[src/inc/tmt_pkg.sv]
// Package for the triple mode timer: register layout, mode codes, constants
package tmt_pkg;

  // Word widths
  localparam int CNT_W = 16;
  localparam int REG_W = 8;

  // Register offsets on the plain port
  localparam logic [2:0] OFF_CTRL  = 3'h0;  // second_timer_control_reg
  localparam logic [2:0] OFF_CNT_L = 3'h1;
  localparam logic [2:0] OFF_CNT_H = 3'h2;
  localparam logic [2:0] OFF_RA_L  = 3'h3;
  localparam logic [2:0] OFF_RA_H  = 3'h4;
  localparam logic [2:0] OFF_RB_L  = 3'h5;
  localparam logic [2:0] OFF_RB_H  = 3'h6;
  localparam logic [2:0] OFF_TICK  = 3'h7;  // Instruction-cycle divider setting

  // Control register bit positions
  localparam int B_M3   = 7;
  localparam int B_M2   = 6;
  localparam int B_M1   = 5;
  localparam int B_RUN  = 4;
  localparam int B_PNDA = 3;
  localparam int B_ENA  = 2;
  localparam int B_PNDB = 1;
  localparam int B_ENB  = 0;

  // Reset values
  localparam logic [REG_W-1:0] CTRL_RST = 8'h00;
  localparam logic [REG_W-1:0] TICK_RST = 8'h7C;  // 125 cycles per tick = 1 us
  localparam logic [REG_W-1:0] ZERO8    = 8'h00;
  localparam logic [CNT_W-1:0] CNT_ONE  = 16'h0001;
  localparam logic [CNT_W-1:0] CNT_ZERO = 16'h0000;

  // Operating modes
  typedef enum logic [1:0] {
    TMT_PWM,
    TMT_EVENT,
    TMT_CAPTURE
  } tmt_mode_type;

  // Control register fields
  typedef struct packed {
    logic m3;
    logic m2;
    logic m1;
    logic run;
    logic pnda;
    logic ena;
    logic pndb;
    logic enb;
  } tmt_ctrl_type;

  // Register port request
  typedef struct packed {
    logic [2:0]       addr;
    logic [REG_W-1:0] wdata;
    logic             wr;
    logic             rd;
  } tmt_bus_type;

endpackage : tmt_pkg

[src/core/tmt_timer.sv]
// Triple mode timer: PWM, external event counter and input capture
//
// Operation
// RQ1 - PWM mode counts down each instruction cycle and reloads alternately on underflow.
// RQ2 - First PWM underflow reloads from register A, then B, A, B onward.
// RQ3 - Code 1,0,1 toggles pin A each underflow; code 1,0,0 leaves it alone.
// RQ4 - PWM sets pending A on reloads from A, pending B on reloads from B.
// RQ5 - Software clears pending flags; hardware keeps them set until then.
// RQ6 - Interrupt request raised when a pending flag and its enable are both one.
// RQ7 - Run bit starts counting at one, halts at zero in PWM and event modes.
// RQ8 - Mode bits select PWM (1,0,x), event (0,0,x) or capture otherwise.
// RQ9 - Event mode decrements on selected pin A edge, not instruction clock.
// RQ10 - Event mode underflow sets pending A, interrupt gated by enable A.
// RQ11 - Event mode rising pin B edge sets pending B, gated by enable B.
// RQ12 - Event mode drives no PWM output on pin A.
// RQ13 - Capture mode counts freely; pin edges copy count into register A or B.
// RQ14 - Capture edge polarity chosen separately for each pin via mode bits; m1 picks pin A, pin B is falling except in code 0,1,0.
// RQ15 - Capture edge on A sets pending A, on B sets pending B.
// RQ16 - Capture underflow sets run bit as underflow flag, enabled by enable A.
// RQ17 - Software clears run bit when entering capture mode.
// RQ18 - Software checks pending A and underflow flag on interrupt A.
// RQ19 - Sixteen-bit counter, two sixteen-bit registers, one two-way pin, one input pin.
// RQ20 - Counter and reload registers are not initialised by reset.
// RQ21 - Control register: mode bits and run in 7..4, then pnda, ena, pndb, enb.
// RQ22 - Hardware set beats software clear of the same flag in one cycle.
`timescale 1ns/1ps

module tmt_timer (
  input  wire logic                     i_clk,        // 125 MHz clock
  input  wire logic                     i_rst_n,      // Synchronous reset, active low
  input  wire logic [2:0]               i_addr,       // Register address
  input  wire logic [tmt_pkg::REG_W-1:0] i_wdata,     // Write data
  input  wire logic                     i_wr,         // Write strobe
  input  wire logic                     i_rd,         // Read strobe
  output logic      [tmt_pkg::REG_W-1:0] o_rdata,     // Read data, cycle after strobe
  input  wire logic                     i_pin_a,      // Timer pin A input level
  output logic                          o_pin_a,      // Timer pin A output level
  output logic                          o_pin_a_oe,   // Timer pin A output enable
  input  wire logic                     i_pin_b,      // Timer pin B input
  output logic                          o_irq_a,      // Interrupt request A
  output logic                          o_irq_b       // Interrupt request B
);

  // ==========================================================================
  // Declarations
  tmt_pkg::tmt_bus_type                 bus;
  tmt_pkg::tmt_ctrl_type                ctrl_q;
  tmt_pkg::tmt_mode_type                mode;
  logic [tmt_pkg::CNT_W-1:0]            cnt_q;
  logic [tmt_pkg::CNT_W-1:0]            ra_q;
  logic [tmt_pkg::CNT_W-1:0]            rb_q;
  logic [tmt_pkg::REG_W-1:0]            tick_div_q;
  logic [tmt_pkg::REG_W-1:0]            tick_cnt_q;
  logic                                 tick;
  logic                                 next_b_q;     // Next reload source is B
  logic                                 pin_out_q;
  logic [1:0]                           sync_a_q;
  logic [1:0]                           sync_b_q;
  logic                                 prev_a_q;
  logic                                 prev_b_q;
  logic                                 rise_a;
  logic                                 fall_a;
  logic                                 rise_b;
  logic                                 fall_b;
  logic                                 edge_a_sel;
  logic                                 edge_b_sel;
  logic                                 dec;
  logic                                 uflow;
  logic                                 wr_ctrl;
  logic                                 set_pnda;
  logic                                 set_pndb;
  logic                                 set_run;
  logic [tmt_pkg::REG_W-1:0]            rdata_d;
  logic [1:0]                           cnt_known_q;  // Counter bytes written since reset

  assign bus = '{addr: i_addr, wdata: i_wdata, wr: i_wr, rd: i_rd};

  // ==========================================================================
  // Mode decode
  always_comb begin
    if (ctrl_q.m3 && !ctrl_q.m2) begin
      mode = tmt_pkg::TMT_PWM;                        // [RQ8]
    end else if (!ctrl_q.m3 && !ctrl_q.m2) begin
      mode = tmt_pkg::TMT_EVENT;                      // [RQ8]
    end else begin
      mode = tmt_pkg::TMT_CAPTURE;                    // [RQ8]
    end
  end

  // ==========================================================================
  // Instruction-cycle tick divider
  always_ff @(posedge i_clk) begin
    if (!i_rst_n || tick) begin
      tick_cnt_q <= tmt_pkg::ZERO8;
    end else begin
      tick_cnt_q <= tick_cnt_q + 8'h01;
    end
  end

  assign tick = (tick_cnt_q >= tick_div_q);

  // ==========================================================================
  // Pin synchronisers and edge detect
  always_ff @(posedge i_clk) begin
    if (!i_rst_n) begin
      sync_a_q <= 2'h0;
      sync_b_q <= 2'h0;
      prev_a_q <= 1'b0;
      prev_b_q <= 1'b0;
    end else begin
      sync_a_q <= {sync_a_q[0], i_pin_a};
      sync_b_q <= {sync_b_q[0], i_pin_b};
      prev_a_q <= sync_a_q[1];
      prev_b_q <= sync_b_q[1];
    end
  end

  assign rise_a = sync_a_q[1] && !prev_a_q;
  assign fall_a = !sync_a_q[1] && prev_a_q;
  assign rise_b = sync_b_q[1] && !prev_b_q;
  assign fall_b = !sync_b_q[1] && prev_b_q;

  // Edge choice: event mode code 0,0,x counts rising; capture per mode bits
  always_comb begin
    edge_a_sel = rise_a;
    edge_b_sel = rise_b;
    if (mode == tmt_pkg::TMT_CAPTURE) begin
      edge_a_sel = ctrl_q.m1 ? fall_a : rise_a;       // [RQ14]
      edge_b_sel = ctrl_q.m3 ? fall_b : rise_b;       // [RQ14]
      if (ctrl_q.m1 && !ctrl_q.m3) begin
        edge_b_sel = fall_b;                          // [RQ14]
      end
    end
  end

  // ==========================================================================
  // Count enable and underflow
  always_comb begin
    case (mode)
      tmt_pkg::TMT_PWM:     dec = ctrl_q.run && tick;         // [RQ1] [RQ7]
      tmt_pkg::TMT_EVENT:   dec = ctrl_q.run && edge_a_sel;   // [RQ9] [RQ7]
      tmt_pkg::TMT_CAPTURE: dec = tick;                       // [RQ13]
      default:              dec = 1'b0;
    endcase
  end

  assign uflow = dec && (cnt_q == tmt_pkg::CNT_ZERO);

  // ==========================================================================
  // Counter, no reset on purpose
  always_ff @(posedge i_clk) begin
    if (bus.wr && bus.addr == tmt_pkg::OFF_CNT_L) begin
      cnt_q[7:0] <= bus.wdata;
    end else if (bus.wr && bus.addr == tmt_pkg::OFF_CNT_H) begin
      cnt_q[15:8] <= bus.wdata;
    end else if (uflow && mode != tmt_pkg::TMT_CAPTURE) begin
      cnt_q <= next_b_q ? rb_q : ra_q;                        // [RQ1] [RQ2] [RQ20]
    end else if (dec) begin
      cnt_q <= cnt_q - tmt_pkg::CNT_ONE;                      // [RQ1] [RQ13]
    end
  end

  // ==========================================================================
  // Counter contents known once both bytes are written; checks only
  always_ff @(posedge i_clk) begin
    if (!i_rst_n) begin
      cnt_known_q <= 2'h0;
    end else if (bus.wr && bus.addr == tmt_pkg::OFF_CNT_L) begin
      cnt_known_q[0] <= 1'b1;                                 // [RQ20]
    end else if (bus.wr && bus.addr == tmt_pkg::OFF_CNT_H) begin
      cnt_known_q[1] <= 1'b1;                                 // [RQ20]
    end
  end

  // Reload/capture registers, no reset
  always_ff @(posedge i_clk) begin
    if (mode == tmt_pkg::TMT_CAPTURE && edge_a_sel) begin
      ra_q <= cnt_q;                                          // [RQ13]
    end else if (bus.wr && bus.addr == tmt_pkg::OFF_RA_L) begin
      ra_q[7:0] <= bus.wdata;                                 // [RQ20]
    end else if (bus.wr && bus.addr == tmt_pkg::OFF_RA_H) begin
      ra_q[15:8] <= bus.wdata;
    end
    if (mode == tmt_pkg::TMT_CAPTURE && edge_b_sel) begin
      rb_q <= cnt_q;                                          // [RQ13]
    end else if (bus.wr && bus.addr == tmt_pkg::OFF_RB_L) begin
      rb_q[7:0] <= bus.wdata;
    end else if (bus.wr && bus.addr == tmt_pkg::OFF_RB_H) begin
      rb_q[15:8] <= bus.wdata;
    end
  end

  // ==========================================================================
  // Alternation state: cleared whenever PWM is not running
  always_ff @(posedge i_clk) begin
    if (!i_rst_n || mode != tmt_pkg::TMT_PWM || !ctrl_q.run) begin
      next_b_q <= 1'b0;                                       // [RQ2]
    end else if (uflow) begin
      next_b_q <= !next_b_q;                                  // [RQ2]
    end
  end

  // Pin A output toggle
  always_ff @(posedge i_clk) begin
    if (!i_rst_n) begin
      pin_out_q <= 1'b0;
    end else if (uflow && mode == tmt_pkg::TMT_PWM && ctrl_q.m1) begin
      pin_out_q <= !pin_out_q;                                // [RQ3]
    end
  end

  assign o_pin_a    = pin_out_q;
  assign o_pin_a_oe = (mode == tmt_pkg::TMT_PWM);             // [RQ12] [RQ19]

  // ==========================================================================
  // Flag set events
  always_comb begin
    set_pnda = 1'b0;
    set_pndb = 1'b0;
    set_run  = 1'b0;
    case (mode)
      tmt_pkg::TMT_PWM: begin
        set_pnda = uflow && !next_b_q;                        // [RQ4]
        set_pndb = uflow && next_b_q;                         // [RQ4]
      end
      tmt_pkg::TMT_EVENT: begin
        set_pnda = uflow;                                     // [RQ10]
        set_pndb = rise_b;                                    // [RQ11]
      end
      tmt_pkg::TMT_CAPTURE: begin
        set_pnda = edge_a_sel;                                // [RQ15]
        set_pndb = edge_b_sel;                                // [RQ15]
        set_run  = uflow;                                     // [RQ16]
      end
      default: begin
        set_pnda = 1'b0;
      end
    endcase
  end

  assign wr_ctrl = bus.wr && bus.addr == tmt_pkg::OFF_CTRL;

  // Control register; hardware set wins over software write
  always_ff @(posedge i_clk) begin
    if (!i_rst_n) begin
      ctrl_q <= tmt_pkg::CTRL_RST;
    end else begin
      if (wr_ctrl) begin
        ctrl_q <= bus.wdata;                                  // [RQ21]
      end
      if (set_pnda) begin
        ctrl_q.pnda <= 1'b1;                                  // [RQ5] [RQ22]
      end
      if (set_pndb) begin
        ctrl_q.pndb <= 1'b1;                                  // [RQ5] [RQ22]
      end
      if (set_run) begin
        ctrl_q.run <= 1'b1;                                   // [RQ16] [RQ22]
      end
    end
  end

  // Tick divider setting
  always_ff @(posedge i_clk) begin
    if (!i_rst_n) begin
      tick_div_q <= tmt_pkg::TICK_RST;
    end else if (bus.wr && bus.addr == tmt_pkg::OFF_TICK) begin
      tick_div_q <= bus.wdata;
    end
  end

  // ==========================================================================
  // Interrupt requests
  assign o_irq_a = (ctrl_q.pnda && ctrl_q.ena)
                 || (mode == tmt_pkg::TMT_CAPTURE && ctrl_q.run && ctrl_q.ena);  // [RQ6] [RQ16]
  assign o_irq_b = ctrl_q.pndb && ctrl_q.enb;                                    // [RQ6]

  // ==========================================================================
  // Read path
  always_comb begin
    case (bus.addr)
      tmt_pkg::OFF_CTRL:  rdata_d = ctrl_q;
      tmt_pkg::OFF_CNT_L: rdata_d = cnt_q[7:0];
      tmt_pkg::OFF_CNT_H: rdata_d = cnt_q[15:8];
      tmt_pkg::OFF_RA_L:  rdata_d = ra_q[7:0];
      tmt_pkg::OFF_RA_H:  rdata_d = ra_q[15:8];
      tmt_pkg::OFF_RB_L:  rdata_d = rb_q[7:0];
      tmt_pkg::OFF_RB_H:  rdata_d = rb_q[15:8];
      tmt_pkg::OFF_TICK:  rdata_d = tick_div_q;
      default:            rdata_d = tmt_pkg::ZERO8;
    endcase
  end

  always_ff @(posedge i_clk) begin
    if (!i_rst_n) begin
      o_rdata <= tmt_pkg::ZERO8;
    end else if (bus.rd) begin
      o_rdata <= rdata_d;
    end else begin
      o_rdata <= tmt_pkg::ZERO8;
    end
  end

  // ==========================================================================
  // Checks
  chk_pnda_set_wins: assert property (@(posedge i_clk) disable iff (!i_rst_n)  // [RQ22]
    set_pnda |=> ctrl_q.pnda)
    else $error("pending A lost on set");
  chk_pndb_set_wins: assert property (@(posedge i_clk) disable iff (!i_rst_n)  // [RQ5]
    (set_pndb || (ctrl_q.pndb && !wr_ctrl)) |=> ctrl_q.pndb)
    else $error("pending B dropped");
  chk_irq_b_gate: assert property (@(posedge i_clk) disable iff (!i_rst_n)     // [RQ6]
    o_irq_b == (ctrl_q.pndb && ctrl_q.enb))
    else $error("irq B gating wrong");
  chk_pwm_reload_a: assert property (@(posedge i_clk) disable iff (!i_rst_n)   // [RQ2]
    (uflow && mode == tmt_pkg::TMT_PWM && !next_b_q && !bus.wr) |=> (cnt_q == $past(ra_q)))
    else $error("reload from A missed");
  chk_pwm_alternate: assert property (@(posedge i_clk) disable iff (!i_rst_n)  // [RQ1]
    (uflow && mode == tmt_pkg::TMT_PWM && !wr_ctrl) |=> (next_b_q != $past(next_b_q)))
    else $error("reload source did not alternate");
  chk_toggle_pin: assert property (@(posedge i_clk) disable iff (!i_rst_n)     // [RQ3]
    (uflow && mode == tmt_pkg::TMT_PWM) |=> (pin_out_q != $past(pin_out_q)) == $past(ctrl_q.m1))
    else $error("pin toggle wrong");
  chk_run_halts: assert property (@(posedge i_clk) disable iff (!i_rst_n)      // [RQ7]
    (&cnt_known_q && mode != tmt_pkg::TMT_CAPTURE && !ctrl_q.run && !bus.wr) |=> $stable(cnt_q))
    else $error("counter moved while halted");
  chk_irq_a_masked: assert property (@(posedge i_clk) disable iff (!i_rst_n)   // [RQ6]
    !ctrl_q.ena |-> !o_irq_a)
    else $error("irq A raised while disabled");
  chk_event_pin_b: assert property (@(posedge i_clk) disable iff (!i_rst_n)    // [RQ11]
    (mode == tmt_pkg::TMT_EVENT && rise_b) |=> ctrl_q.pndb)
    else $error("event pin B edge missed");
  chk_no_pwm_event: assert property (@(posedge i_clk) disable iff (!i_rst_n)   // [RQ12]
    mode == tmt_pkg::TMT_EVENT |-> !o_pin_a_oe)
    else $error("pin A driven in event mode");
  chk_capture_copy: assert property (@(posedge i_clk) disable iff (!i_rst_n)   // [RQ13]
    (mode == tmt_pkg::TMT_CAPTURE && edge_a_sel) |=> (ra_q == $past(cnt_q)) && ctrl_q.pnda)
    else $error("capture A wrong");
  chk_cap_uflow_run: assert property (@(posedge i_clk) disable iff (!i_rst_n)  // [RQ16]
    (mode == tmt_pkg::TMT_CAPTURE && uflow) |=> ctrl_q.run)
    else $error("capture underflow flag missed");

endmodule : tmt_timer

[config.mk]
export PLATFORM = sky130hd
export DESIGN_NAME = tmt_timer
export DESIGN_NICKNAME = d
export VERILOG_FILES = /design/src/inc/tmt_pkg.sv /design/src/core/tmt_timer.sv
export SDC_FILE = /design/constraint.sdc
export NUM_CORES = 1
export LEC_CHECK = 0
export BUFFER_PORTS_ARGS = -buffer_cell sky130_fd_sc_hd__buf_2
export CAP_MARGIN = 20
export CORE_AREA = 2 2 108 110
export CTS_BUF_LIST = sky130_fd_sc_hd__clkbuf_16
export DETAILED_ROUTE_END_ITERATION = 6
export DIE_AREA = 0 0 110 112
export GPL_TIMING_DRIVEN = 0
export PLACE_DENSITY = 0.58
export SLEW_MARGIN = 20
export SYNTH_ARGS = -nofsm -noshare
export SYNTH_HDL_FRONTEND = slang
export SYNTH_SLANG_ARGS = --single-unit
export TNS_END_PERCENT = 30
[constraint.sdc]
create_clock -name i_clk -period 5 [get_ports i_clk]
set_clock_uncertainty 0.05 [all_clocks]
set_input_delay 1.5 -clock i_clk [delete_from_list [all_inputs] [get_ports i_clk]]
set_output_delay 1.5 -clock i_clk [all_outputs]
set_load 0.05 [all_outputs]
# --- Word level (Yosys, flattened, before mapping) ---
# Index checks and enable logic that the tools add are counted.
totals:
  reg_bits: 88
  latchBits: 0
  ram_bits: 0
  mem_bits_ro: 0
  input_bits: 17
  out_inout_bits: 12
  word_cells: 131
  mem_count: 0
op_classes:
  n_addsub: 2
  n_mul: 0
  n_div: 0
  n_lt_le_gt_ge: 1
  n_eq_ne: 13
  n_shift: 0
  n_mux: 30
  n_bitwise: 1
  reduce_logical: 61
op_table:
  columns: ["operator", "n"]
  rows:
  - ["$mux 16", 5]
  - ["$mux 8", 9]
  - ["$pmux 8 s8", 1]
  - ["$logic_and 1x1->1", 29]
  - ["$logic_not 16->1", 1]
  - ["$reduce_bool 2->1", 8]
  - ["$sub 16x1->16 const B", 1]
  - ["$eq 3x3->1 const B", 4]
  - ["$logic_not 1->1", 10]
  - ["$reduce_and 2->1", 5]
  - ["$mux 1", 9]
  - ["$pmux 1 s3", 3]
  - ["$add 8x1->8 const B", 1]
  - ["$ge 8x8->1", 1]
  - ["$ne 2x2->1 const B", 4]
  - ["$eq 3x2->1 const B", 2]
  - ["$reduce_bool 3->1", 2]
  - ["$mux 5", 1]
  - ["$logic_or 1x1->1", 4]
  - ["$mux 2", 2]
  - ["$eq 3x1->1 const B", 1]
  - ["$logic_not 3->1", 1]
  - ["$eq 2x1->1 const B", 1]
  - ["$eq 2x2->1 const B", 1]
  - ["other kinds (2)", 2]

# --- Depth between registers and ports, before layout ---
depth:
  ltp_word: 13
  ltp_mapped: 9
  mapped_depth_nobuf: 8

# --- Worst setup path before layout ---
# Ideal clock, no wire load.
synth_path:
  path_kind: "input -> register"
  startpoint: "in i_addr[0]"
  endpoint: "reg rb_q[0] (netlist bit), enable pin"
  setup_ns: 0.384
  arrival_time_ns: 2.939
  t_required_ns: 4.566
  path_slack_ns: 1.627
  cell_stages: 4
  n_path_buf: 2
  path_cell_list: "clkbuf_1 > buf_1 > nand2_1 > o21ai_0"
synth_between:
  elab_chain_cells: 3
synth_rtl:
  columns: ["item", "line_no", "source"]
  rows:
  - ["from (decl)", "tmt_timer.sv:31", "input wire logic [2:0] i_addr,"]
  - ["$eq 3x3->1", "tmt_timer.sv:186", "end else if (bus.wr && bus.addr == tmt_pkg::OFF_RB_L) begin"]
  - ["$logic_and 1x1->1", "tmt_timer.sv:186", null]
  - ["$reduce_bool 2->1 (no source line)", null, null]
  - ["to (signal assigned)", "tmt_timer.sv:185", "rb_q <= cnt_q;"]
  - ["to (decl)", "tmt_timer.sv:51", "logic [tmt_pkg::CNT_W-1:0] rb_q;"]
# Every way passes these cells.
# A chain may end at the register's enable or synchronous reset.

# --- Worst setup path after layout ---
layout_path:
  startpoint: "in i_addr[0]"
  endpoint: "reg cnt_q[1] (netlist bit), enable pin"
layout_between:
  elab_chain_cells: 4
layout_rtl:
  columns: ["item", "line_no", "source"]
  rows:
  - ["$eq 3x1->1 / $eq 3x2->1 (equally long branches)", "tmt_timer.sv:152, tmt_timer.sv:154", null]
  - ["$logic_and 1x1->1", null, null]
  - ["$ne 2x2->1 (no source line) / $reduce_bool 3->1 (equally long branches)", null, null]
  - ["$reduce_and 2->1 (no source line) *", null, null]
  - ["to (signal assigned)", "tmt_timer.sv:157", "cnt_q <= next_b_q ? rb_q : ra_q;"]
  - ["to (signal assigned)", "tmt_timer.sv:159", "cnt_q <= cnt_q - tmt_pkg::CNT_ONE;"]
  - ["to (decl)", "tmt_timer.sv:49", "logic [tmt_pkg::CNT_W-1:0] cnt_q;"]
# Every way passes the cells marked *; elsewhere a longest branch is shown, timed or not.

==> impl_results.md <==
- Top Family by Delay on Critical Path: buffers and inverters
- Largest net degree at the start of global routing: 16
- Crit path max fanout: 10
- CTS tree: done
- CP Capture Point: cnt_q[1]$_DFFE_PP_
- Core ar.: between 10,000 and 15,000 µm²
- Die width: about 110 µm
- Clock power frac: just over 40%
- CP bufs+invs: 3
- Maxcap violations: 0
- Critical-path cell list: clkbuf_1 -> buf_1 -> nand3_1 -> clkbuf_1 -> a21oi_1
- CP Depth: 5
- Core Util, Final: between 40% and 50%
- DR vias/cell: just under 6
- Overall Power: between 1.5 and 2 mW
- Reg2Reg Capture Point: cnt_q[12]$_DFFE_PP_
- Actual transition at the worst max-transition pin: between 900 and 1000 ps
- First drt pass iteration count: 5
- Gate Count Post-Synth: slightly below 500
- Avg WL per Cell: between 20 and 25 µm
- Req. time, crit path: roughly 5000 ps
- Final worst-path cycle share: around 76%
- Clock transition at path regs: around 70 ps
- Switching share of power: between 20 and 30%
- DP Wirelength: roughly 10,000 µm
- WP data arrival: ~3700 ps
- Final #Nets: 554
- Post-CTS Setup Bufs: 0
- Distinct cells, synth: 50
- CTS H-Tree Depth: 3
- Post-Route WL: 14,000 µm
- RSZ-0062 raised after global routing: no
- Clk buf depth: 2
- Starting Density: ~44%
- Async set or reset register ratio after synthesis: 0%
- Main synth FF type: edfxtp_1
- Fill count: roughly 1,100
- Setup total negative slack: 0 ps
- Worst Setup Path Type: in -> reg
- Final Hold Viols: 0
- DRC viols: 0
- RD Place Congestion: around 0.9
- Crit path launch: i_addr[0]
- Sequential area share after synthesis: approximately 46%
- Synth area leader: edfxtp_1
- Number of flops mapped to enable cells by yosys: 48
- Post-route antenna net violation count: 0
- Register area: approximately 2200 µm²
- Share of cells above drive strength 1: between 10% and 20%
- Slew HR: between 30% and 40%
- Min-Delay Path Class: reg -> reg
- Max Slew Vio Count: 0
- # rows: 39
- Clock Latency Late Sink: around 350 ps
- Syn. warnings: 0
- CP endpoint kind: flop
- Crit-path slowest cell: a21oi_1
- Vias in the first global route: slightly below 4,000
- Switch Pwr: 410 µW
- Mean area per synthesized cell: around 10 µm²
- CTS Hold Buffers Added: 0
- Max Clk Rate: between 200 and 300 MHz
- Number of buffers created by CTS: 9
- Total gr overflow: 0
- Area growth syn-to-layout: 12.3%
- Leakage: between 2 and 2.5 nW
- Main area contributors after synthesis: edfxtp_1 30%, dfxtp_1 16%, mux2i_1 6.8%, mux2_2 5.8%, nor2_1 3.9%
- Synthesized area: ~4900 µm²
- Minimum clock period: 3800 ps
- Port Buffers: 24
- First DRT Iteration DRCs: 302
- Syn nets: about 500
- Placed cell count: ~660
- CTS resizes: 0
- Worst reg-to-reg setup slack: 1740 ps
- Chip height: roughly 110 µm
- Full die area: between 10,000 and 15,000 µm²
- Reg2reg path depth: 8
- Initial antenna violation count: 0
- Synthesized flop and latch total: 88
- Sequential Power Share: approximately half
- Post-synth top area share: between 20% and 30%
- I/O Pins: 29
- Combinational power share: approximately a tenth
- VDD IR max: about 0.13 mV
- Fin cells: just under 700
- Area of the multi-input gates: between 2000 and 2500 µm²
- N_diodes: 0
- PD cells: around 290 nW/µm²
- Slowest stage delay, CP: around 770 ps
- Most frequent cell after synthesis: nor2_1
- Synth top cells by count: 51 x nor2_1, 48 x edfxtp_1, 40 x dfxtp_1
- Internal power: about 1.2 mW
- FF-to-FF Start: tick_div_q[1]$_SDFFE_PN0P_
- Clk sinks: 88
- Status: complete, no violations
- Vias: around 4,000
- CP dominant cell by count: clkbuf_1
- Startpoint types: input pin
- Total global-route track usage: a little under a quarter
- Final setup fails: 0
- First-pass GRT wire length: around 21,000 µm
- CTS root buf: clkbuf_16
## final cells by class
type                            count  area share (%)
Buffer                             31            2.45
Multi-Input combinational cell    352            44.5
Clock buffer                        9            4.11
Timing Repair Buffer               28            2.74
Inverter                           17            1.17
Sequential cell                    88            41.0
Clock inverter                      7           0.800
Tap cell                          143            3.27
## per-layer routing
metal	up-vias	GRT usage (%)	part of all wire (%)
met5	-	0	0
met1	1931	32.3	45
li1	1867	-	-
met3	38	4.45	5.8
met2	163	36.6	46
met4	0	11.0	3.4
## metrics by stage
stage          worst slack, ps  hold WS, ps  instance area, µm²
2_1_floorplan             1630          362                4880
3_3_place_gp               665          367                5180
3_5_place_dp               777          370                5210
4_1_cts                   1140          386                5480
5_1_grt                    984          416                5480
6_report                  1200          387                5480
## layout by cell type (no fill, tap or decap), types with 4 or more instances in the layout
master     netlist  routed
nor3_2           6       6
nand2b_1         7       7
mux2_2          25      25
and2_1           8       8
buf_4            0       4
a31oi_1          4       4
edfxtp_1        48      48
o211ai_1         6       6
mux2i_1         33      33
nor2b_1          9       9
a221oi_1         5       5
nor2_1          51      51
clkbuf_1        26      26
buf_2            2      26
nand3_1          7       7
and3_1          10      10
o21ai_0         26      22
ha_1            10      10
nand2_1         35      35
clkbuf_16        0       9
a211oi_1        12      12
xnor2_1          9       9
a21oi_1         18      18
a21o_1           6       6
inv_1           17      17
dfxtp_1         40      40
nor3_1          21      21
xor2_1          10      10
o21ai_1          0       4
## power by group through the flow
stage	logic [mW]	clock network, mW	registers [mW]
4_1_cts	0.148	0.645	0.795
3_3_place_gp	0.143	0	0.811
6_report	0.149	0.638	0.796
3_5_place_dp	0.147	0	0.811
2_1_floorplan	0.0885	0	0.818
5_1_grt	0.162	0.674	0.797
## flip-flops by register name, indices dropped and copies added (netlist names)
register,cells
next_b_q,1
tick_cnt_q,8
ctrl_q,8
rb_q,16
o_rdata,8
prev_a_q,1
sync_b_q,2
cnt_q,16
sync_a_q,2
o_pin_a,1
prev_b_q,1
tick_div_q,8
ra_q,16
## cells by family after synthesis
group / Yosys count / share of synthesized area, %
xor gates and xnor gates: 19 / 3.41
buffers and inverters: 48 / 4.05
adders and majority gates: 10 / 2.57
and+or+nand+nor: 169 / 17.7
DFF: 88 / 46.0
muxes: 61 / 13.9
AOI/OAI and AO/OA: 93 / 12.4
## worst min-delay path by stage
stage | startpoint | end | slack [ps] | cells past startpoint
finish | sync_a_q[0]$_SDFF_PN0_ | sync_a_q[1]$_SDFF_PN0_ | 390 | 1
global route | sync_a_q[0]$_SDFF_PN0_ | sync_a_q[1]$_SDFF_PN0_ | 420 | 1
CTS | sync_a_q[0]$_SDFF_PN0_ | sync_a_q[1]$_SDFF_PN0_ | 390 | 1
detailed placement | sync_a_q[0]$_SDFF_PN0_ | sync_a_q[1]$_SDFF_PN0_ | 370 | 1
global placement | sync_b_q[0]$_SDFF_PN0_ | sync_b_q[1]$_SDFF_PN0_ | 370 | 1
floorplan | sync_a_q[0]$_SDFF_PN0_ | sync_a_q[1]$_SDFF_PN0_ | 360 | 1
(Power assumes the default switching activity.)
